===== src/shared/i2cam_pkg.sv =====
// How it works
// - General call address zero matches only while general_call_enable is set.
// - ten_bit_select 0 picks 7-bit addressing, 1 picks 10-bit addressing.
// - slave_id_high_bits give address bits 9:7, used only in 10-bit mode.
// - Span enabled, 7-bit mode only: match addresses above primary and up to span limit inclusive.
// - Span disabled: no range match, only primary and general call apply.
// - Filter blocks glitches up to setting cycles wide; zero bypasses it.
// - Reserved register bits read zero and ignore writes.
// - Filter register bit 7 writes change nothing.
// - span_limit_value sits in bits 7:1 of the upper-bound register.
// - Nonzero upper-bound write while span enabled arms it for matching.
// - Master first byte carries calling address in 7:1, read/write in 0.
package i2cam_pkg;

   // ----------------------------------------
   // Register indices (byte address is four times the index)
   // ----------------------------------------
   localparam logic [5:0] IDX_ADDR_CTRL = 6'h05;
   localparam logic [5:0] IDX_FILTER    = 6'h06;
   localparam logic [5:0] IDX_SPAN      = 6'h07;

   // ----------------------------------------
   // Field positions
   // ----------------------------------------
   localparam int GCE_BIT       = 7;
   localparam int TEN_BIT       = 6;
   localparam int SPAN_EN_BIT   = 3;
   localparam int HIGH_MSB      = 2;
   localparam int FLT_MSB       = 4;

   // ----------------------------------------
   // Reset values and encodings
   // ----------------------------------------
   localparam logic [7:0] ADDR_CTRL_RST = 8'h00;
   localparam logic [4:0] FILTER_RST    = 5'h00;
   localparam logic [6:0] SPAN_RST      = 7'h00;
   localparam logic [7:0] GENERAL_CALL  = 8'h00;
   localparam logic [4:0] TEN_BIT_HDR   = 5'h1E;
   localparam logic [3:0] BITS_PER_BYTE = 4'h8;

   // Match source codes
   localparam logic [1:0] SRC_NONE    = 2'h0;
   localparam logic [1:0] SRC_PRIMARY = 2'h1;
   localparam logic [1:0] SRC_GENERAL = 2'h2;
   localparam logic [1:0] SRC_SPAN    = 2'h3;

   typedef enum logic [1:0]
   {
      I2CAM_IDLE  = 2'b00,
      I2CAM_FIRST = 2'b01,
      I2CAM_SECND = 2'b10,
      I2CAM_WAIT  = 2'b11
   } i2cam_state_t;

endpackage


===== src/core/i2cam_glitch_filter.sv =====
`timescale 1ns/10ps
module i2cam_glitch_filter
(
   // Clock and reset
   input  wire logic       clk_in,
   input  wire logic       reset_in,
   // Setting
   input  wire logic [4:0] width_in,
   // Line
   input  wire logic       line_in,
   output logic            line_out
);

   logic       held_r;
   logic [4:0] run_r;

   // A change must persist for width+1 cycles before it is passed on
   always_ff @(posedge clk_in)
   begin
      if (reset_in)
      begin
         held_r <= 1'b1;
         run_r  <= 5'h00;
      end
      else if (line_in == held_r)
      begin
         run_r <= 5'h00;
      end
      else if (run_r >= width_in)
      begin
         held_r <= line_in;
         run_r  <= 5'h00;
      end
      else
      begin
         run_r <= run_r + 5'h01;
      end
   end

   // Zero setting bypasses the filter without added latency
   assign line_out = (width_in == 5'h00) ? line_in : held_r;

endmodule


===== src/core/i2cam_top.sv =====
// Design decision made here: register access over Wishbone.
`timescale 1ns/10ps
module i2cam_top
(
   // Clock and reset
   input  wire logic       clk_in,
   input  wire logic       reset_in,
   // Wishbone slave
   input  wire logic       wb_cyc_in,
   input  wire logic       wb_stb_in,
   input  wire logic       wb_we_in,
   input  wire logic [7:0] wb_adr_in,
   input  wire logic [3:0] wb_sel_in,
   input  wire logic [31:0] wb_dat_in,
   output logic [31:0]     wb_dat_out,
   output logic            wb_ack_out,
   // Controller side
   input  wire logic [7:0] primary_slave_address_in,
   input  wire logic [6:0] call_address_in,
   input  wire logic       call_rw_in,
   output logic [7:0]      first_byte_out,
   // Bus lines (raw)
   input  wire logic       scl_in,
   input  wire logic       sda_in,
   // Filtered lines and detection
   output logic            scl_filt_out,
   output logic            sda_filt_out,
   output logic            bus_busy_out,
   output logic            match_out,
   output logic [1:0]      match_source_out,
   output logic            match_rw_out,
   output logic [9:0]      match_address_out
);

   // ----------------------------------------
   // Registers
   // ----------------------------------------
   logic        gce_r;
   logic        ten_bit_r;
   logic        span_en_r;
   logic [2:0]  high_bits_r;
   logic [4:0]  glitch_width_r;
   logic [6:0]  span_limit_r;
   logic        span_armed_r;
   logic        ack_r;
   logic [31:0] rd_data_r;
   logic [7:0]  rd_byte;
   logic [5:0]  idx;
   logic        wr_go;

   assign idx   = wb_adr_in[7:2];
   assign wr_go = wb_cyc_in & wb_stb_in & wb_we_in & ack_r & wb_sel_in[0];

   // Single wait state answer; ack drops the cycle after it was given
   always_ff @(posedge clk_in)
   begin
      if (reset_in)
         ack_r <= 1'b0;
      else
         ack_r <= wb_cyc_in & wb_stb_in & ~ack_r;
   end

   always_ff @(posedge clk_in)
   begin
      if (reset_in)
      begin
         gce_r       <= i2cam_pkg::ADDR_CTRL_RST[i2cam_pkg::GCE_BIT];
         ten_bit_r   <= i2cam_pkg::ADDR_CTRL_RST[i2cam_pkg::TEN_BIT];
         span_en_r   <= i2cam_pkg::ADDR_CTRL_RST[i2cam_pkg::SPAN_EN_BIT];
         high_bits_r <= i2cam_pkg::ADDR_CTRL_RST[i2cam_pkg::HIGH_MSB:0];
      end
      else if (wr_go && idx == i2cam_pkg::IDX_ADDR_CTRL)
      begin
         gce_r       <= wb_dat_in[i2cam_pkg::GCE_BIT];
         ten_bit_r   <= wb_dat_in[i2cam_pkg::TEN_BIT];
         span_en_r   <= wb_dat_in[i2cam_pkg::SPAN_EN_BIT];
         high_bits_r <= wb_dat_in[i2cam_pkg::HIGH_MSB:0];
      end
   end

   // Bits 7:5 are not stored, so their writes vanish
   always_ff @(posedge clk_in)
   begin
      if (reset_in)
         glitch_width_r <= i2cam_pkg::FILTER_RST;
      else if (wr_go && idx == i2cam_pkg::IDX_FILTER)
         glitch_width_r <= wb_dat_in[i2cam_pkg::FLT_MSB:0];
   end

   always_ff @(posedge clk_in)
   begin
      if (reset_in)
      begin
         span_limit_r <= i2cam_pkg::SPAN_RST;
         span_armed_r <= 1'b0;
      end
      else if (wr_go && idx == i2cam_pkg::IDX_SPAN)
      begin
         span_limit_r <= wb_dat_in[7:1];
         span_armed_r <= span_en_r && (wb_dat_in[7:0] != 8'h00);
      end
   end

   // Read mux; reserved bits and unmapped words read zero
   always_comb
   begin
      rd_byte = 8'h00;
      case (idx)
         i2cam_pkg::IDX_ADDR_CTRL:
            rd_byte = {gce_r, ten_bit_r, 2'b00, span_en_r, high_bits_r};
         i2cam_pkg::IDX_FILTER:
            rd_byte = {3'b000, glitch_width_r};
         i2cam_pkg::IDX_SPAN:
            rd_byte = {span_limit_r, 1'b0};
         default:
            rd_byte = 8'h00;
      endcase
   end

   always_ff @(posedge clk_in)
   begin
      if (reset_in)
         rd_data_r <= 32'h00000000;
      else if (wb_cyc_in && wb_stb_in && !ack_r)
         rd_data_r <= {24'h000000, rd_byte};
   end

   assign wb_dat_out = rd_data_r;
   assign wb_ack_out = ack_r;

   // ----------------------------------------
   // Master calling byte
   // ----------------------------------------
   always_ff @(posedge clk_in)
   begin
      if (reset_in)
         first_byte_out <= 8'h00;
      else
         first_byte_out <= {call_address_in, call_rw_in};
   end

   // ----------------------------------------
   // Input filters
   // ----------------------------------------
   logic [1:0] raw_lines;
   logic [1:0] filt_lines;

   assign raw_lines = {scl_in, sda_in};

   genvar g;
   generate
      for (g = 0; g < 2; g = g + 1)
      begin : g_filt
         i2cam_glitch_filter u_filt
         (
            .clk_in   (clk_in),
            .reset_in (reset_in),
            .width_in (glitch_width_r),
            .line_in  (raw_lines[g]),
            .line_out (filt_lines[g])
         );
      end
   endgenerate

   assign scl_filt_out = filt_lines[1];
   assign sda_filt_out = filt_lines[0];

   // ----------------------------------------
   // Bus condition detection
   // ----------------------------------------
   logic scl_d_r;
   logic sda_d_r;
   logic start_det;
   logic stop_det;
   logic scl_rise;

   always_ff @(posedge clk_in)
   begin
      if (reset_in)
      begin
         scl_d_r <= 1'b1;
         sda_d_r <= 1'b1;
      end
      else
      begin
         scl_d_r <= scl_filt_out;
         sda_d_r <= sda_filt_out;
      end
   end

   // Detection runs only on filtered lines so glitches cannot fake a start
   assign start_det = scl_filt_out & scl_d_r & sda_d_r & ~sda_filt_out;
   assign stop_det  = scl_filt_out & scl_d_r & ~sda_d_r & sda_filt_out;
   assign scl_rise  = scl_filt_out & ~scl_d_r;

   always_ff @(posedge clk_in)
   begin
      if (reset_in)
         bus_busy_out <= 1'b0;
      else if (start_det)
         bus_busy_out <= 1'b1;
      else if (stop_det)
         bus_busy_out <= 1'b0;
   end

   // ----------------------------------------
   // Address reception and matching
   // ----------------------------------------
   i2cam_pkg::i2cam_state_t state_r;
   i2cam_pkg::i2cam_state_t state_nxt;
   logic [7:0] shift_r;
   logic [3:0] bits_r;
   logic [7:0] byte_now;
   logic       byte_done;
   logic [7:0] first_r;
   logic [9:0] own_ten;
   logic [6:0] rx_addr7;
   logic       hit_primary;
   logic       hit_general;
   logic       hit_span;
   logic       hdr_ok;

   assign byte_now  = {shift_r[6:0], sda_filt_out};
   assign byte_done = scl_rise && (bits_r == i2cam_pkg::BITS_PER_BYTE - 4'h1);
   assign rx_addr7  = byte_now[7:1];
   assign own_ten   = {high_bits_r, primary_slave_address_in[7:1]};

   always_comb
   begin
      hit_general = gce_r && (byte_now == i2cam_pkg::GENERAL_CALL);
      hit_primary = !ten_bit_r && (rx_addr7 == primary_slave_address_in[7:1]);
      // Range only counts when enabled and armed by a nonzero limit write
      hit_span    = !ten_bit_r && span_en_r && span_armed_r
                    && (rx_addr7 > primary_slave_address_in[7:1])
                    && (rx_addr7 <= span_limit_r);
      hdr_ok      = ten_bit_r && (byte_now[7:3] == i2cam_pkg::TEN_BIT_HDR)
                    && (byte_now[2:1] == own_ten[9:8]);
   end

   always_ff @(posedge clk_in)
   begin
      if (reset_in)
      begin
         shift_r <= 8'h00;
         bits_r  <= 4'h0;
      end
      else if (start_det)
      begin
         shift_r <= 8'h00;
         bits_r  <= 4'h0;
      end
      else if (scl_rise)
      begin
         shift_r <= byte_now;
         // Ninth clock is the acknowledge slot; restart count after it
         bits_r  <= (bits_r == i2cam_pkg::BITS_PER_BYTE) ? 4'h0 : bits_r + 4'h1;
      end
   end

   always_comb
   begin
      state_nxt = state_r;
      case (state_r)
         i2cam_pkg::I2CAM_IDLE:
            if (start_det)
               state_nxt = i2cam_pkg::I2CAM_FIRST;
         i2cam_pkg::I2CAM_FIRST:
            if (byte_done)
               state_nxt = hdr_ok ? i2cam_pkg::I2CAM_SECND : i2cam_pkg::I2CAM_WAIT;
         i2cam_pkg::I2CAM_SECND:
            if (byte_done)
               state_nxt = i2cam_pkg::I2CAM_WAIT;
         i2cam_pkg::I2CAM_WAIT:
            state_nxt = state_r;
         default:
            state_nxt = i2cam_pkg::I2CAM_IDLE;
      endcase
      // Repeated start reopens address phase, stop closes it
      if (start_det)
         state_nxt = i2cam_pkg::I2CAM_FIRST;
      else if (stop_det)
         state_nxt = i2cam_pkg::I2CAM_IDLE;
   end

   always_ff @(posedge clk_in)
   begin
      if (reset_in)
         state_r <= i2cam_pkg::I2CAM_IDLE;
      else
         state_r <= state_nxt;
   end

   always_ff @(posedge clk_in)
   begin
      if (reset_in)
         first_r <= 8'h00;
      else if (state_r == i2cam_pkg::I2CAM_FIRST && byte_done)
         first_r <= byte_now;
   end

   always_ff @(posedge clk_in)
   begin
      if (reset_in)
      begin
         match_out         <= 1'b0;
         match_source_out  <= i2cam_pkg::SRC_NONE;
         match_rw_out      <= 1'b0;
         match_address_out <= 10'h000;
      end
      else
      begin
         match_out <= 1'b0;
         if (state_r == i2cam_pkg::I2CAM_FIRST && byte_done)
         begin
            match_address_out <= {3'b000, rx_addr7};
            match_rw_out      <= byte_now[0];
            if (hit_general)
            begin
               match_out        <= 1'b1;
               match_source_out <= i2cam_pkg::SRC_GENERAL;
            end
            else if (hit_primary)
            begin
               match_out        <= 1'b1;
               match_source_out <= i2cam_pkg::SRC_PRIMARY;
            end
            else if (hit_span)
            begin
               match_out        <= 1'b1;
               match_source_out <= i2cam_pkg::SRC_SPAN;
            end
            else
               match_source_out <= i2cam_pkg::SRC_NONE;
         end
         else if (state_r == i2cam_pkg::I2CAM_SECND && byte_done)
         begin
            match_address_out <= {first_r[2:1], byte_now};
            match_rw_out      <= first_r[0];
            if (byte_now == own_ten[7:0])
            begin
               match_out        <= 1'b1;
               match_source_out <= i2cam_pkg::SRC_PRIMARY;
            end
            else
               match_source_out <= i2cam_pkg::SRC_NONE;
         end
      end
   end

endmodule


===== config.mk =====
export PLATFORM = sky130hd
export DESIGN_NAME = i2cam_top
export DESIGN_NICKNAME = d
export VERILOG_FILES = /design/src/shared/i2cam_pkg.sv /design/src/core/i2cam_glitch_filter.sv /design/src/core/i2cam_top.sv
export SDC_FILE = /design/constraint.sdc
export NUM_CORES = 1
export LEC_CHECK = 0
export BUFFER_PORTS_ARGS = -buffer_cell sky130_fd_sc_hd__clkbuf_2
export CAP_MARGIN = 15
export CORE_ASPECT_RATIO = 0.6
export CORE_UTILIZATION = 40
export CTS_BUF_LIST = sky130_fd_sc_hd__clkbuf_4
export DETAILED_ROUTE_END_ITERATION = 8
export SETUP_SLACK_MARGIN = 0.4
export SLEW_MARGIN = 25
export SYNTH_ARGS = -nofsm -noshare
export SYNTH_HDL_FRONTEND = slang
export SYNTH_SLANG_ARGS = --single-unit

===== constraint.sdc =====
create_clock -name clk_in -period 3 [get_ports clk_in]
set_clock_uncertainty 0.15 [all_clocks]
set_input_delay 0.3 -clock clk_in [delete_from_list [all_inputs] [get_ports clk_in]]
set_output_delay 0.3 -clock clk_in [all_outputs]
set_load 0.01 [all_outputs]

* Word level (Yosys, flattened, before mapping) *
Cells that the tools add are included.

cells by class
  $add $sub $neg = 3
  $lt $le $gt $ge = 4
  equality and inequality tests = 19
  multiplexer cells = 28
  bitwise operators = 18
  reductions and logical operators = 35

operator list
  cell                                                                   number
  8-bit case mux with 3 select lines                                     1
  6-bit by 3-bit equality test with 1-bit output, second input constant  3
  1-bit logical AND                                                      17
  1-bit 2-to-1 mux                                                       16
  2-bit 2-to-1 mux                                                       7
  7-bit 2-to-1 mux                                                       2
  1-bit AND                                                              11
  5-bit by 1-bit adder with 5-bit output, second input constant          2
  5-bit >= comparator                                                    2
  3-bit OR reduction                                                     3
  8-bit equality test                                                    1
  8-bit zero test                                                        1
  4-bit inequality test, second input constant                           2
  8-bit nonzero test                                                     1
  7-bit equality test                                                    1
  7-bit > comparator                                                     1
  7-bit <= comparator                                                    1
  1-bit NOT                                                              7
  3-bit AND reduction                                                    2
  2-bit OR reduction                                                     3
  5-bit equality test, second input constant                             1
  5-bit zero test                                                        1
  4-bit by 1-bit adder with 4-bit output, second input constant          1
  2-bit equality test, second input constant                             2
  13 further kinds                                                       18

word-level totals
  bits in registers = 81
  input port bits = 67
  word-level logic and storage cells = 134

* Longest topological paths before layout *
Gate-level depths: netlist of run 1.

  depth in word-level cells = 9
  depth in mapped cells = 9
  gate-level depth less buffers = 8

* Modules after synthesis *
From an unflattened synthesis of run 1, not the netlist that was laid out.

unflattened totals
  cells, all modules = 493
  area total of the unflattened synthesis = 4296.6 um2

by module, submodules not included
  module               instances  cells each  area each (um2)
  i2cam_top            1          407         3543.4
  i2cam_glitch_filter  2          43          376.6

* Least setup slack after synthesis of run 1 *
Ideal clock, no wire load.

  path type = register -> register
  start = register glitch_width_r[1]
  end = register match_source_out[0]
  arrival = 1941 ps
  data required time = 2776 ps
  path slack = 836 ps
  stages on the path, launching flop included = 7
  buffers on the path = 1
  cells stage by stage = dfxtp_1 > or4_4 > nor4_4 > or2_1 > buf_6 > or4b_1 > o22ai_2

on the way
  cells in the longest elaborated chain, start to end = 6
  elaborated cells between the ends (all ways) = 15

RTL lines
  element                                                 line                       text
  from (decl)                                             i2cam_top.sv:42            logic [4:0] glitch_width_r;
  from (signal assigned)                                  i2cam_top.sv:85            glitch_width_r <= i2cam_pkg::FILTER_RST;
  from (signal assigned)                                  i2cam_top.sv:87            glitch_width_r <= wb_dat_in[i2cam_pkg::FLT_MSB:0];
  5-bit zero test (*)                                     i2cam_glitch_filter.sv:41  assign line_out = (width_in == 5'h00) ? line_in : held_r;
  1-bit 2-to-1 mux                                        i2cam_glitch_filter.sv:41
  8-bit equality test, or another cell as far along       i2cam_top.sv:339           if (byte_now == own_ten[7:0])
  1-bit 2-to-1 mux, or another cell as far along          i2cam_top.sv:339
  2-bit 2-to-1 mux, or another cell as far along          i2cam_top.sv:335           else if (state_r == i2cam_pkg::I2CAM_SECND && byte_done)
  2-bit 2-to-1 mux or 2-bit nonzero test (tied branches)  n/a
  to (signal assigned)                                    i2cam_top.sv:333           match_source_out <= i2cam_pkg::SRC_NONE;
  to (signal assigned)                                    i2cam_top.sv:342           match_source_out <= i2cam_pkg::SRC_PRIMARY;
  to (signal assigned)                                    i2cam_top.sv:345           match_source_out <= i2cam_pkg::SRC_NONE;
  to (decl)                                               i2cam_top.sv:30            output logic [1:0] match_source_out,

Mark *: on every way between the ends. The rest lies on a longest branch, timed or not. The select of a mux whose other input is x is not followed.
A chain may end at the register's enable or synchronous reset.

* Worst setup path in the final report of run 1 *
  start = register glitch_width_r[1]
  end = output sda_filt_out

on the way
  cells in the longest elaborated chain, start to end = 2

RTL lines
  element           line                       text
  5-bit zero test   i2cam_glitch_filter.sv:41
  1-bit 2-to-1 mux  i2cam_glitch_filter.sv:41
  to (decl)         i2cam_top.sv:27            output logic sda_filt_out,

Every way passes these cells.

==> results of run 1 <==
-- worst register-to-register path, cell delays in order, from the launching register on --
cell,delay [ns]
sky130_fd_sc_hd__dfxtp_1,0.36
sky130_fd_sc_hd__or4_4,0.57
sky130_fd_sc_hd__nor4_4,0.32
sky130_fd_sc_hd__or2_4,0.25
sky130_fd_sc_hd__and2_1,0.35
sky130_fd_sc_hd__o31a_1,0.21
sky130_fd_sc_hd__o22ai_2,0.07
-- power groups by stage --
stage / Combinational [W] / Sequential [W] / Clock [W]
3_5_place_dp: 0.000322 / 0.00114 / 0
4_1_cts: 0.000339 / 0.00111 / 0.000785
2_1_floorplan: 0.000255 / 0.00114 / 0
3_3_place_gp: 0.000315 / 0.00114 / 0
6_report: 0.000342 / 0.00111 / 0.000755
5_1_grt: 0.000398 / 0.00112 / 0.000821
-- flip-flops by register name, summed over array words and instances (netlist names), 2 cells and up --
| signal | flops |
|---|---|
| state_r | 2 |
| shift_r | 7 |
| first_byte_out | 8 |
| match_address_out | 10 |
| bits_r | 4 |
| glitch_width_r | 5 |
| match_source_out | 2 |
| first_r | 3 |
| g_filt.u_filt.held_r | 2 |
| span_limit_r | 7 |
| wb_dat_out | 8 |
| g_filt.u_filt.run_r | 10 |
| high_bits_r | 3 |
-- layout make-up --
| cell class | count | area share, % |
|---|---|---|
| diodes | 1 | 0.04948 |
| clock buffers | 12 | 1.781 |
| clock inverters | 4 | 1.534 |
| inverters | 33 | 2.449 |
| multi-input cells | 359 | 47.40 |
| flip-flops and latches | 81 | 32.09 |
| well taps | 139 | 3.439 |
| repair buffers | 94 | 11.26 |
-- layer usage --
| metal | vias to the layer above | track usage [%] | routed length [um] |
|---|---|---|---|
| li1 | 1828 | - | - |
| met1 | 1686 | 26.71 | 5149 |
| met2 | 86 | 27.16 | 4014 |
| met3 | 7 | 5.189 | 576 |
| met4 | 0 | 3.000 | 56 |
| met5 | - | 0 | 0 |
-- worst paths after layout --
check                                      start                               end  slack, ns  depth (start not counted)
setup / recovery  glitch_width_r[1]$_SDFFE_PP0P_                      sda_filt_out       0.52                          6
hold reg to reg        match_rw_out$_SDFFE_PP0P_         match_rw_out$_SDFFE_PP0P_       0.32                          2
setup reg to reg  glitch_width_r[1]$_SDFFE_PP0P_  match_source_out[0]$_SDFFE_PP0P_       0.61                          6
hold / removal                      wb_dat_in[2]       high_bits_r[2]$_SDFFE_PP0P_       0.02                          3
-- metrics by stage --
| step | hold WS (ns) | setup WS [ns] |
|---|---|---|
| 2_1_floorplan | 0.2782 | 0.8356 |
| 3_3_place_gp | 0.2960 | 0.3803 |
| 3_5_place_dp | 0.3096 | 0.2636 |
| 4_1_cts | 0.002695 | 0.4404 |
| 5_1_grt | 0.01917 | 0.4196 |
| 6_report | 0.02295 | 0.5219 |
-- what timing repair did --
action | in CTS | in global routing
endpoints found under the hold margin | 19 | 0
hold buffers | 14 | 0
setup buffers | 1 | 0
resized for setup | 3 | 3
endpoints found under the setup margin | 12 | 7
pin swaps | 0 | 1
-- cell usage in the layout (no fill, tap or decap), drive strengths merged, types with 5 or more instances in the layout --
master and count:
nor2 76, mux2i 35, o21ai 22, nand2 26, a211oi 10, conb 24
nor3 6, nor4 6, nand2b 5, xor2 11, dlygate4sd3 14, a21o 9
nand4 5, clkbuf 82, xnor2 8, a21oi 17, or2 5, nand3 11
nor2b 12, inv 33, dfxtp 81, ha 30, buf 10
-- logic make-up (layout without fill, tap and decap cells) --
kind of cell | Yosys count | after routing | share of synthesized area [%]
AO/OA/AOI/OAI | 89 | 89 | 14.03
XOR/XNOR | 19 | 19 | 3.838
adder cells (fa/ha/maj) | 30 | 30 | 8.658
buffers and inverters | 82 | 143 | 9.668
flip-flops | 81 | 81 | 37.40
multiplexers | 35 | 35 | 8.081
other | 1 | 25 | 0.08650
AND/OR/NAND/NOR | 162 | 162 | 18.24
==> reports/summary.json, run 1 <==
{
  "design_power_total": {"value": 0.002210, "unit": "W"},
  "cpLargestDelayFamily": {"value": "simple AND/OR/NAND/NOR gates"},
  "grt_setup_unrepaired": {"value": "false"},
  "worst_path_max_delay_cell": {"value": "sky130_fd_sc_hd__or4_4"},
  "yosysWarnings": {"value": 0},
  "placed_cells_incl_taps": {"value": 691},
  "netlist.area_leader.share": {"value": 37.40, "unit": "%"},
  "result_of_the_run": {"value": "finished clean"},
  "synth_area": {"value": 4335, "unit": "um2"},
  "dp_hpwl": {"value": 7383, "unit": "um"},
  "timing.max_slew.rel_slack": {"value": 56.84, "unit": "%"},
  "drt_wl_total": {"value": 9796, "unit": "um"},
  "seq_area_frac_synth": {"value": 37.40, "unit": "%"},
  "tritoncts.num_buffers": {"value": 9},
  "floorplan.initialDensity": {"value": 41.06, "unit": "%"},
  "crit_start_category": {"value": "flip-flop"},
  "worstSkewPairLatency": {"value": 0.44, "unit": "ns"},
  "route.detailed.wl_per_inst": {"value": 13.55, "unit": "um"},
  "initialDrtViolationCount": {"value": 161},
  "area_growth": {"value": 16.65, "unit": "%"},
  "fp.dieH": {"value": 82.64, "unit": "um"},
  "power.sequential.fraction": {"value": 50.3, "unit": "%"},
  "timing.hold.worst.class": {"value": "input pin to flip-flop"},
  "clk_pin_slew_worst_paths": {"value": 0.13, "unit": "ns"},
  "placement.io_buffers": {"value": 70},
  "placed_cell_area": {"value": 4718, "unit": "um2"},
  "route.antenna.remaining_nets": {"value": 0},
  "yosysMostFrequentCell": {"value": "sky130_fd_sc_hd__dfxtp_1"},
  "max-vdd-ir-drop": {"value": 0.2278, "unit": "mV"},
  "post-route-cell-area": {"value": 5057, "unit": "um2"},
  "power.net_switching": {"value": 0.0006125, "unit": "W"},
  "worst_ep_arrival_time": {"value": 2.03, "unit": "ns"},
  "max_clock_freq": {"value": 403.5, "unit": "MHz"},
  "final-instance-count-excl-fill": {"value": 723},
  "htreeDepth": {"value": 3},
  "cellLeakagePower": {"value": 2.190, "unit": "nW"},
  "final-max-slew-violation-count": {"value": 0},
  "multi_input_comb_area": {"value": 2397, "unit": "um2"},
  "grt_max_degree": {"value": 38},
  "area_of_the_core": {"value": 10560, "unit": "um2"},
  "layout.nets": {"value": 675},
  "min_period": {"value": 2.478, "unit": "ns"},
  "layout-drive-gt1-share": {"value": 19.21, "unit": "%"},
  "critical_path_required": {"value": 2.55, "unit": "ns"},
  "tritoncts_clock_tree": {"value": "built"},
  "cp_num_buf_inv": {"value": 3},
  "internal_power": {"value": 0.001597, "unit": "W"},
  "number_of_detailed_routing_iterations_run_before_antenna_repair": {"value": 5},
  "gp_routability_congestion": {"value": 0.8319},
  "post-route-util": {"value": 47.90, "unit": "%"},
  "layout.filler_cells": {"value": 1010},
  "synth_largest_area_cell": {"value": "sky130_fd_sc_hd__dfxtp_1"},
  "switching_share": {"value": 27.72, "unit": "%"},
  "sequential_cell_area_in_the_final_layout": {"value": 1623, "unit": "um2"},
  "die_w": {"value": 136.4, "unit": "um"},
  "synthFlopType": {"value": "sky130_fd_sc_hd__dfxtp_1"},
  "timing.setup.tns": {"value": 0, "unit": "ns"},
  "floorplan.die_area": {"value": 11270, "unit": "um2"},
  "post_synth_main_area_contributors": {"value": "sky130_fd_sc_hd__dfxtp_1, sky130_fd_sc_hd__ha_1, sky130_fd_sc_hd__mux2i_1"},
  "power_density": {"value": 436.9, "unit": "nW/um2"},
  "crit_path_end_kind": {"value": "primary output"},
  "synthTopCellsByCount": {"value": "sky130_fd_sc_hd__dfxtp_1, sky130_fd_sc_hd__nor2_1, sky130_fd_sc_hd__mux2i_1, sky130_fd_sc_hd__inv_1, sky130_fd_sc_hd__ha_1"},
  "tightestPinTransition": {"value": 0.6473, "unit": "ns"},
  "io_pins": {"value": 125},
  "antenna_found_initial": {"value": 0},
  "groute.usage.overall": {"value": 18.43, "unit": "%"},
  "synthDistinctLibCells": {"value": 56},
  "setup_violations": {"value": 0},
  "yosys_register_bits": {"value": 81},
  "worstSetupPathType": {"value": "flip-flop to primary output"},
  "clock-sinks": {"value": 81},
  "grt_pass1_wl": {"value": 16000, "unit": "um"},
  "grt.overflow.total": {"value": 0},
  "post_route_drc": {"value": 0},
  "synth_enable_flop_cells": {"value": 0},
  "period_share": {"value": 82.60, "unit": "%"},
  "grt_pass1_vias": {"value": 3270},
  "cap_viol_max_count": {"value": 0},
  "max-clock-path-buffers": {"value": 2},
  "syn-instance-count": {"value": 499},
  "timing_hold_violations_final": {"value": 0},
  "p_comb_share": {"value": 15.5, "unit": "%"},
  "postSynthAreaPerCell": {"value": 8.688, "unit": "um2"},
  "vias": {"value": 3607},
  "cpPeakStageDelay": {"value": 0.57, "unit": "ns"},
  "cts_root_buf": {"value": "sky130_fd_sc_hd__clkbuf_4"},
  "placementRows": {"value": 29},
  "post_drt_via_cell_ratio": {"value": 4.989},
  "crit_path_max_fanout": {"value": 8},
  "async_reset_ff_share": {"value": 0, "unit": "%"},
  "share_clk_of_total_power": {"value": 34.2, "unit": "%"},
  "crit_path_cell_trace": {"value": "or4_4 > o21ai_1 > a21boi_4 > buf_6 > inv_1 > clkbuf_2"}
}
(Power assumes the default switching activity.)
==> inputs of run 2 (changes only) <==
clock period = 2.35 ns   (was 3 ns; I/O delays follow)
==> reports/summary.json, run 2 (synthesis results as in run 1) <==
{
  "result_of_the_run": {"value": "finished clean", "change": "unchanged"},
  "tritoncts_clock_tree": {"value": "built", "change": "unchanged"},
  "largest_registers": {"value": "g_filt.u_filt.run_r x10, match_address_out x10", "change": "unchanged"},
  "max-vdd-ir-drop": {"value": 0.2032, "unit": "mV", "change": "was 0.2278 mV"},
  "placementRows": {"value": 29, "change": "unchanged"},
  "area_growth": {"value": 29.90, "unit": "%", "change": "was 16.65%"},
  "grt_pass1_wl": {"value": 17250, "unit": "um", "change": "was 16000 um"},
  "max_clock_freq": {"value": 431.8, "unit": "MHz"},
  "route.detailed.wl_per_inst": {"value": 14.44, "unit": "um", "change": "was 13.55 um"},
  "crit_start_category": {"value": "flip-flop", "change": "unchanged"},
  "worstSetupPathType": {"value": "flip-flop to flip-flop", "change": "was flip-flop to primary output"},
  "crit_path_end_kind": {"value": "flip-flop", "change": "was primary output"},
  "final-instance-count-excl-fill": {"value": 760, "change": "was 723"},
  "final_critical_path_setup_slack": {"value": 0.03426, "unit": "ns", "change": "was 0.5219 ns"},
  "placed_cell_area": {"value": 4830, "unit": "um2", "change": "was 4718 um2"},
  "initialDrtViolationCount": {"value": 121, "change": "was 161"},
  "place_ws": {"value": 0.04954, "unit": "ns", "change": "was 0.2636 ns"},
  "hold_depth": {"value": 4, "change": "was 3"},
  "placed_cells_incl_taps": {"value": 701, "change": "was 691"},
  "critical_path_required": {"value": 2.57, "unit": "ns", "change": "was 2.55 ns"},
  "antenna_found_initial": {"value": 0, "change": "unchanged"},
  "mostFrequentLayoutCell": {"value": "sky130_fd_sc_hd__dfxtp_1", "change": "unchanged"},
  "post-route-cell-area": {"value": 5632, "unit": "um2", "change": "was 5057 um2"},
  "power_density": {"value": 493.5, "unit": "nW/um2", "change": "was 436.9 nW/um2"},
  "final-max-slew-violation-count": {"value": 0, "change": "unchanged"},
  "timing.reg2reg.setup_slack": {"value": 0.03, "unit": "ns", "change": "was 0.61 ns"},
  "tritoncts.num_buffers": {"value": 9, "change": "unchanged"},
  "clock-sinks": {"value": 81, "change": "unchanged"},
  "layout.filler_cells": {"value": 995, "change": "was 1010"},
  "internal_power": {"value": 0.001937, "unit": "W", "change": "was 0.001597 W"},
  "crit-reg2reg-launch": {"value": "glitch_width_r[1]$_SDFFE_PP0P_", "change": "unchanged"},
  "cts_root_buf": {"value": "sky130_fd_sc_hd__clkbuf_4", "change": "unchanged"},
  "number_of_detailed_routing_iterations_run_before_antenna_repair": {"value": 4, "change": "was 5"},
  "top_signal_layer_used": {"value": "met4", "change": "unchanged"},
  "layout-drive-gt1-share": {"value": 30.65, "unit": "%", "change": "was 19.21%"},
  "max-clock-path-buffers": {"value": 2, "change": "unchanged"},
  "worstSkewPairLatency": {"value": 0.44, "unit": "ns", "change": "about the same"},
  "dp_hpwl": {"value": 7754, "unit": "um", "change": "was 7383 um"},
  "switching_share": {"value": 30.28, "unit": "%", "change": "was 27.72%"},
  "groute.usage.overall": {"value": 19.95, "unit": "%", "change": "was 18.43%"},
  "post_route_drc": {"value": 0, "change": "unchanged"},
  "crit_path_max_fanout": {"value": 8, "change": "unchanged"},
  "power.sequential.fraction": {"value": 51.1, "unit": "%", "change": "was 50.3%"},
  "grt_pass1_vias": {"value": 3614, "change": "was 3270"},
  "grt.overflow.total": {"value": 0, "change": "unchanged"},
  "timing.setup.tns": {"value": 0, "unit": "ns", "change": "unchanged"},
  "cellLeakagePower": {"value": 2.413, "unit": "nW", "change": "was 2.190 nW"},
  "clk_pin_slew_worst_paths": {"value": 0.13, "unit": "ns", "change": "about the same"},
  "holdCritStartpoint": {"value": "wb_stb_in", "change": "was wb_dat_in[2]"},
  "multi_input_comb_area": {"value": 2680, "unit": "um2", "change": "was 2397 um2"},
  "power.net_switching": {"value": 0.0008416, "unit": "W", "change": "was 0.0006125 W"},
  "post_drt_via_cell_ratio": {"value": 5.020, "change": "was 4.989"},
  "area_of_the_core": {"value": 10560, "unit": "um2", "change": "unchanged"},
  "vias": {"value": 3815, "change": "was 3607"},
  "timing.hold.worst.class": {"value": "input pin to flip-flop", "change": "unchanged"},
  "tightestPinTransition": {"value": 0.6014, "unit": "ns", "change": "was 0.6473 ns"},
  "timing.max_slew.rel_slack": {"value": 59.69, "unit": "%", "change": "was 56.84%"},
  "floorplan.die_area": {"value": 11270, "unit": "um2", "change": "unchanged"},
  "timing_hold_violations_final": {"value": 0, "change": "unchanged"},
  "gp_routability_congestion": {"value": 0.8545, "change": "was 0.8319"},
  "worst_ep_arrival_time": {"value": 2.54, "unit": "ns", "change": "was 2.03 ns"},
  "floorplan.initialDensity": {"value": 41.06, "unit": "%", "change": "unchanged"},
  "worstRegToRegCells": {"value": 7, "change": "was 6"},
  "cap_viol_max_count": {"value": 0, "change": "unchanged"},
  "share_clk_of_total_power": {"value": 28.9, "unit": "%", "change": "was 34.2%"},
  "wl_met3": {"value": 515, "unit": "um", "change": "was 576 um"},
  "sequential_cell_area_in_the_final_layout": {"value": 1634, "unit": "um2", "change": "was 1623 um2"},
  "end_point_of_the_most_critical_hold_path": {"value": "wb_ack_out$_SDFF_PP0_", "change": "was high_bits_r[2]$_SDFFE_PP0P_"},
  "grt_max_degree": {"value": 27, "change": "was 38"},
  "met1_layer_wirelength_in_the_final_routing": {"value": 5581, "unit": "um", "change": "was 5149 um"},
  "io_pins": {"value": 125, "change": "unchanged"},
  "drt_wl_total": {"value": 10980, "unit": "um", "change": "was 9796 um"},
  "p_comb_share": {"value": 19.9, "unit": "%", "change": "was 15.5%"},
  "die_w": {"value": 136.4, "unit": "um", "change": "unchanged"},
  "route.antenna.remaining_nets": {"value": 0, "change": "unchanged"},
  "layout.nets": {"value": 712, "change": "was 675"},
  "placement.io_buffers": {"value": 70, "change": "unchanged"},
  "setup_violations": {"value": 0, "change": "unchanged"},
  "met2_length": {"value": 4853, "unit": "um", "change": "was 4014 um"},
  "period_share": {"value": 98.54, "unit": "%"},
  "most-common-layout-cells": {"value": "sky130_fd_sc_hd__dfxtp_1, sky130_fd_sc_hd__clkbuf_2, sky130_fd_sc_hd__nor2_1", "change": "was sky130_fd_sc_hd__dfxtp_1, sky130_fd_sc_hd__nor2_1, sky130_fd_sc_hd__clkbuf_2"},
  "htreeDepth": {"value": 3, "change": "unchanged"},
  "fp.dieH": {"value": 82.64, "unit": "um", "change": "unchanged"},
  "min_period": {"value": 2.316, "unit": "ns"},
  "worstReg2RegEnd": {"value": "match_source_out[0]$_SDFFE_PP0P_", "change": "unchanged"},
  "grt_setup_unrepaired": {"value": "true", "change": "was false"}
}
-- run 2: worst max-delay path by stage --
stage | from | to | slack, ns | cells after the start
after floorplan | glitch_width_r[3]$_SDFFE_PP0P_ | match_out$_SDFF_PP0_ | 0.30 | 7
after global routing | glitch_width_r[1]$_SDFFE_PP0P_ | sda_filt_out | -0.05 | 6
after CTS | glitch_width_r[1]$_SDFFE_PP0P_ | sda_filt_out | 0.03 | 6
after detailed placement | glitch_width_r[3]$_SDFFE_PP0P_ | bits_r[2]$_SDFFE_PP0P_ | 0.05 | 7
after global placement | glitch_width_r[3]$_SDFFE_PP0P_ | shift_r[5]$_SDFFE_PP0P_ | 0.05 | 7
final | glitch_width_r[1]$_SDFFE_PP0P_ | match_source_out[0]$_SDFFE_PP0P_ | 0.03 | 7
-- run 2: worst max-delay path: stages (launching register included) --
cell and delay [ns]:
sky130_fd_sc_hd__dfxtp_2 0.34, sky130_fd_sc_hd__or4_4 0.56, sky130_fd_sc_hd__buf_4 0.16, sky130_fd_sc_hd__nor4_4 0.15, sky130_fd_sc_hd__or2_1 0.19, sky130_fd_sc_hd__buf_12 0.14
sky130_fd_sc_hd__or4b_1 0.45, sky130_fd_sc_hd__o22ai_2 0.12
-- run 2: power groups by stage --
stage	Combinational, W	Clock, W	Sequential, W
floorplan	0.000328	0	0.00145
global placement	0.000419	0	0.00145
detailed placement	0.000440	0	0.00145
CTS	0.000494	0.000828	0.00142
global route	0.000609	0.000889	0.00143
finish	0.000554	0.000803	0.00142
-- run 2: area by class of cell --
class                           count  share of cell area (%)
Timing Repair Buffer              129                   15.80
Inverter                           33                   2.200
Tap cell                          139                   3.088
Clock buffer                        9                   1.200
Clock inverter                      7                   1.066
Antenna cell                        1                 0.04443
Sequential cell                    81                   29.02
Multi-Input combinational cell    361                   47.59
-- run 2: metal layers --
metal	vias up	global-route usage (%)
li1	1902	-
met1	1821	26.79
met2	87	32.34
met3	5	4.823
met4	0	4.667
met5	-	0
-- run 2: what timing repair did --
action                                  CTS  global route
gates cloned                              2             0
pin swaps                                13            11
hold buffers                             18             0
setup buffers                            16             6
resized for setup                        32            37
hold endpoints to repair                 28             0
endpoints found under the setup margin   44            46
-- run 2: stage by stage --
step	utilization [%]	power, W	hold slack, ns
after global routing	53.31	0.002925	0.1591
after detailed placement	45.74	0.001889	0.2727
after floorplan	-	0.001777	0.2132
final	53.34	0.002779	0.1497
after global placement	45.74	0.001866	0.2692
after CTS	51.40	0.002742	0.1178
==> inputs of run 3 (changes only) <==
CTS_CLUSTER_DIAMETER = 50   (was not set)
REMOVE_ABC_BUFFERS = 1   (was not set)
==> reports/summary.json, run 3 (synthesis results as in run 1) <==
{
  "result_of_the_run": {"value": "finished, violations left", "change": "was finished clean"},
  "failed_checks": {"value": "negative setup slack"},
  "fp.dieH": {"value": 82.64, "unit": "um", "change": "unchanged"},
  "timing.max_slew.rel_slack": {"value": 60.75, "unit": "%", "change": "was 59.69%"},
  "clock-sinks": {"value": 81, "change": "unchanged"},
  "worstSkewPairLatency": {"value": 0.46, "unit": "ns", "change": "was 0.44 ns"},
  "floorplan.die_area": {"value": 11270, "unit": "um2", "change": "unchanged"},
  "crit_path_max_fanout": {"value": 4, "change": "was 8"},
  "design_power_total": {"value": 0.002803, "unit": "W", "change": "was 0.002779 W"},
  "period_share": {"value": 101.5, "unit": "%", "change": "was 98.54%"},
  "layout-drive-gt1-share": {"value": 31.09, "unit": "%", "change": "was 30.65%"},
  "groute.usage.overall": {"value": 19.22, "unit": "%", "change": "was 19.95%"},
  "grt.overflow.total": {"value": 0, "change": "unchanged"},
  "cap_viol_max_count": {"value": 0, "change": "unchanged"},
  "max-vdd-ir-drop": {"value": 0.2537, "unit": "mV", "change": "was 0.2032 mV"},
  "vias": {"value": 3755, "change": "was 3815"},
  "tritoncts_clock_tree": {"value": "built", "change": "unchanged"},
  "critPathMostFrequentCell": {"value": "sky130_fd_sc_hd__buf_4"},
  "cpLargestDelayFamily": {"value": "simple AND/OR/NAND/NOR gates", "change": "unchanged"},
  "cpPeakStageDelay": {"value": 0.58, "unit": "ns", "change": "was 0.56 ns"},
  "floorplan.initialDensity": {"value": 41.06, "unit": "%", "change": "unchanged"},
  "crit_path_end_kind": {"value": "flip-flop", "change": "unchanged"},
  "mostFrequentLayoutCell": {"value": "sky130_fd_sc_hd__dfxtp_1", "change": "unchanged"},
  "layout.nets": {"value": 716, "change": "was 712"},
  "tritoncts.num_buffers": {"value": 9, "change": "unchanged"},
  "final-instance-count-excl-fill": {"value": 763, "change": "was 760"},
  "timing.reg2reg.setup_slack": {"value": -0.04, "unit": "ns", "change": "was 0.03 ns"},
  "post_drt_via_cell_ratio": {"value": 4.921, "change": "was 5.020"},
  "final_critical_path_setup_slack": {"value": -0.03542, "unit": "ns", "change": "was 0.03426 ns"},
  "post_route_drc": {"value": 0, "change": "unchanged"},
  "place_ws": {"value": 0.01452, "unit": "ns", "change": "was 0.04954 ns"},
  "most-common-layout-cells": {"value": "sky130_fd_sc_hd__dfxtp_1, sky130_fd_sc_hd__clkbuf_2, sky130_fd_sc_hd__nor2_1", "change": "unchanged"},
  "antenna_found_initial": {"value": 0, "change": "unchanged"},
  "placement.io_buffers": {"value": 70, "change": "unchanged"},
  "critical_path_required": {"value": 2.58, "unit": "ns", "change": "was 2.57 ns"},
  "route.antenna.remaining_nets": {"value": 0, "change": "unchanged"},
  "area_growth": {"value": 30.30, "unit": "%", "change": "was 29.90%"},
  "cp_num_buf_inv": {"value": 2, "change": "unchanged"},
  "max-clock-path-buffers": {"value": 2, "change": "unchanged"},
  "largest_registers": {"value": "g_filt.u_filt.run_r x10, match_address_out x10", "change": "unchanged"},
  "worst_path_max_delay_cell": {"value": "sky130_fd_sc_hd__or4_4", "change": "unchanged"},
  "setup_violations": {"value": 2, "change": "was 0"},
  "number_of_detailed_routing_iterations_run_before_antenna_repair": {"value": 5, "change": "was 4"},
  "dp_hpwl": {"value": 7667, "unit": "um", "change": "was 7754 um"},
  "grt_max_degree": {"value": 28, "change": "was 27"},
  "clk_pin_slew_worst_paths": {"value": 0.14, "unit": "ns", "change": "was 0.13 ns"},
  "whs": {"value": 0.1270, "unit": "ns", "change": "was 0.1497 ns"},
  "placementRows": {"value": 29, "change": "unchanged"},
  "cellLeakagePower": {"value": 2.454, "unit": "nW", "change": "was 2.413 nW"},
  "placed_cells_incl_taps": {"value": 712, "change": "was 701"},
  "min_period": {"value": 2.385, "unit": "ns", "change": "was 2.316 ns"},
  "timing.hold.worst.class": {"value": "input pin to flip-flop", "change": "unchanged"},
  "grt_pass1_vias": {"value": 3487, "change": "was 3614"},
  "timing_hold_violations_final": {"value": 0, "change": "unchanged"},
  "cts_root_buf": {"value": "sky130_fd_sc_hd__clkbuf_4", "change": "unchanged"},
  "worst_ep_arrival_time": {"value": 2.62, "unit": "ns", "change": "was 2.54 ns"},
  "power_density": {"value": 496.2, "unit": "nW/um2", "change": "was 493.5 nW/um2"},
  "worstSetupPathType": {"value": "flip-flop to flip-flop", "change": "unchanged"},
  "grt_pass1_wl": {"value": 16620, "unit": "um", "change": "was 17250 um"},
  "route.detailed.wl_per_inst": {"value": 13.82, "unit": "um", "change": "was 14.44 um"},
  "crit_path_cell_trace": {"value": "or4_4 > buf_4 > nor2_4 > a21boi_4 > buf_4 > and3_4 > or4b_4 > o22ai_2", "change": "was or4_4 > buf_4 > nor4_4 > or2_1 > buf_12 > or4b_1 > o22ai_2"},
  "post-route-util": {"value": 53.50, "unit": "%", "change": "was 53.34%"},
  "crit_start_category": {"value": "flip-flop", "change": "unchanged"},
  "final-max-slew-violation-count": {"value": 0, "change": "unchanged"},
  "htreeDepth": {"value": 3, "change": "unchanged"},
  "initialDrtViolationCount": {"value": 172, "change": "was 121"},
  "n_antenna_cell": {"value": 0, "change": "was 1"},
  "io_pins": {"value": 125, "change": "unchanged"},
  "die_w": {"value": 136.4, "unit": "um", "change": "unchanged"},
  "drt_wl_total": {"value": 10540, "unit": "um", "change": "was 10980 um"},
  "gp_routability_congestion": {"value": 0.8210, "change": "was 0.8545"},
  "layout.filler_cells": {"value": 964, "change": "was 995"},
  "area_of_the_core": {"value": 10560, "unit": "um2", "change": "unchanged"},
  "grt_setup_unrepaired": {"value": "true", "change": "unchanged"},
  "tightestPinTransition": {"value": 0.5856, "unit": "ns", "change": "was 0.6014 ns"},
  "max_clock_freq": {"value": 419.2, "unit": "MHz", "change": "was 431.8 MHz"}
}
[run 3: changes by cell type in the layout (fill, tap and decap cells not counted), sizes merged]
cell      change
clkinv        -1
clkinvlp      +1
inv           -1
buf           +6
diode         -1
a21o          -1
[run 3: through the flow]
step / setup TNS [ns] / instance area, um2
after floorplan: -0.04721 / 4126
after global placement: 0 / 4876
after detailed placement: 0 / 4876
after CTS: -0.03364 / 5414
after global routing: -0.2327 / 5649
final: -0.05583 / 5649
[run 3: routing by layer]
metal / part of all wire, % / track usage [%]
met2: 42 / 28.58
met4: 0.34 / 5.667
met3: 6.2 / 4.762
met1: 51 / 27.18
met5: 0 / 0
[run 3: worst reg2reg max path: stages, from the launching register on]
cell and delay (ns):
sky130_fd_sc_hd__dfxtp_2 0.35, sky130_fd_sc_hd__or4_4 0.58, sky130_fd_sc_hd__buf_4 0.17, sky130_fd_sc_hd__nor2_4 0.10, sky130_fd_sc_hd__a21boi_4 0.07, sky130_fd_sc_hd__buf_4 0.16
sky130_fd_sc_hd__and3_4 0.16, sky130_fd_sc_hd__or4b_4 0.48, sky130_fd_sc_hd__o22ai_2 0.11
[run 3: layout make-up]
| type | count | area, um2 | area share (%) |
|---|---|---|---|
| Multi-Input combinational cell | 360 | 2636 | 46.67 |
| Sequential cell | 81 | 1635 | 28.95 |
| Timing Repair Buffer | 134 | 938.4 | 16.61 |
| Tap cell | 139 | 173.9 | 3.079 |
| Inverter | 33 | 131.4 | 2.326 |
| Clock buffer | 10 | 75.07 | 1.329 |
| Clock inverter | 6 | 58.81 | 1.041 |
[run 3: final timing paths]
kind	startpoint	endpoint	cells after the start
worst max-delay path	glitch_width_r[1]$_SDFFE_PP0P_	match_source_out[0]$_SDFFE_PP0P_	8
worst min-delay path	reset_in	span_limit_r[5]$_SDFFE_PP0P_	2
worst max register to register	glitch_width_r[1]$_SDFFE_PP0P_	match_source_out[0]$_SDFFE_PP0P_	8
worst min register to register	g_filt[0].u_filt.run_r[0]$_SDFF_PP0_	g_filt[0].u_filt.run_r[0]$_SDFF_PP0_	1
[run 3: power breakdown]
group          internal [W]  switching (W)
sequential          0.00140      0.0000167
combinational      0.000222       0.000340
clock              0.000329       0.000495
total               0.00195       0.000851
[run 3: what timing repair did]
action / in CTS / in global routing
resized for setup: 38 / 51
pin swaps: 17 / 29
endpoints found under the setup margin: 45 / 47
hold endpoints to repair: 28 / 0
buffers inserted: 11 / 5
cloned: 1 / 0
hold buffers: 18 / 0
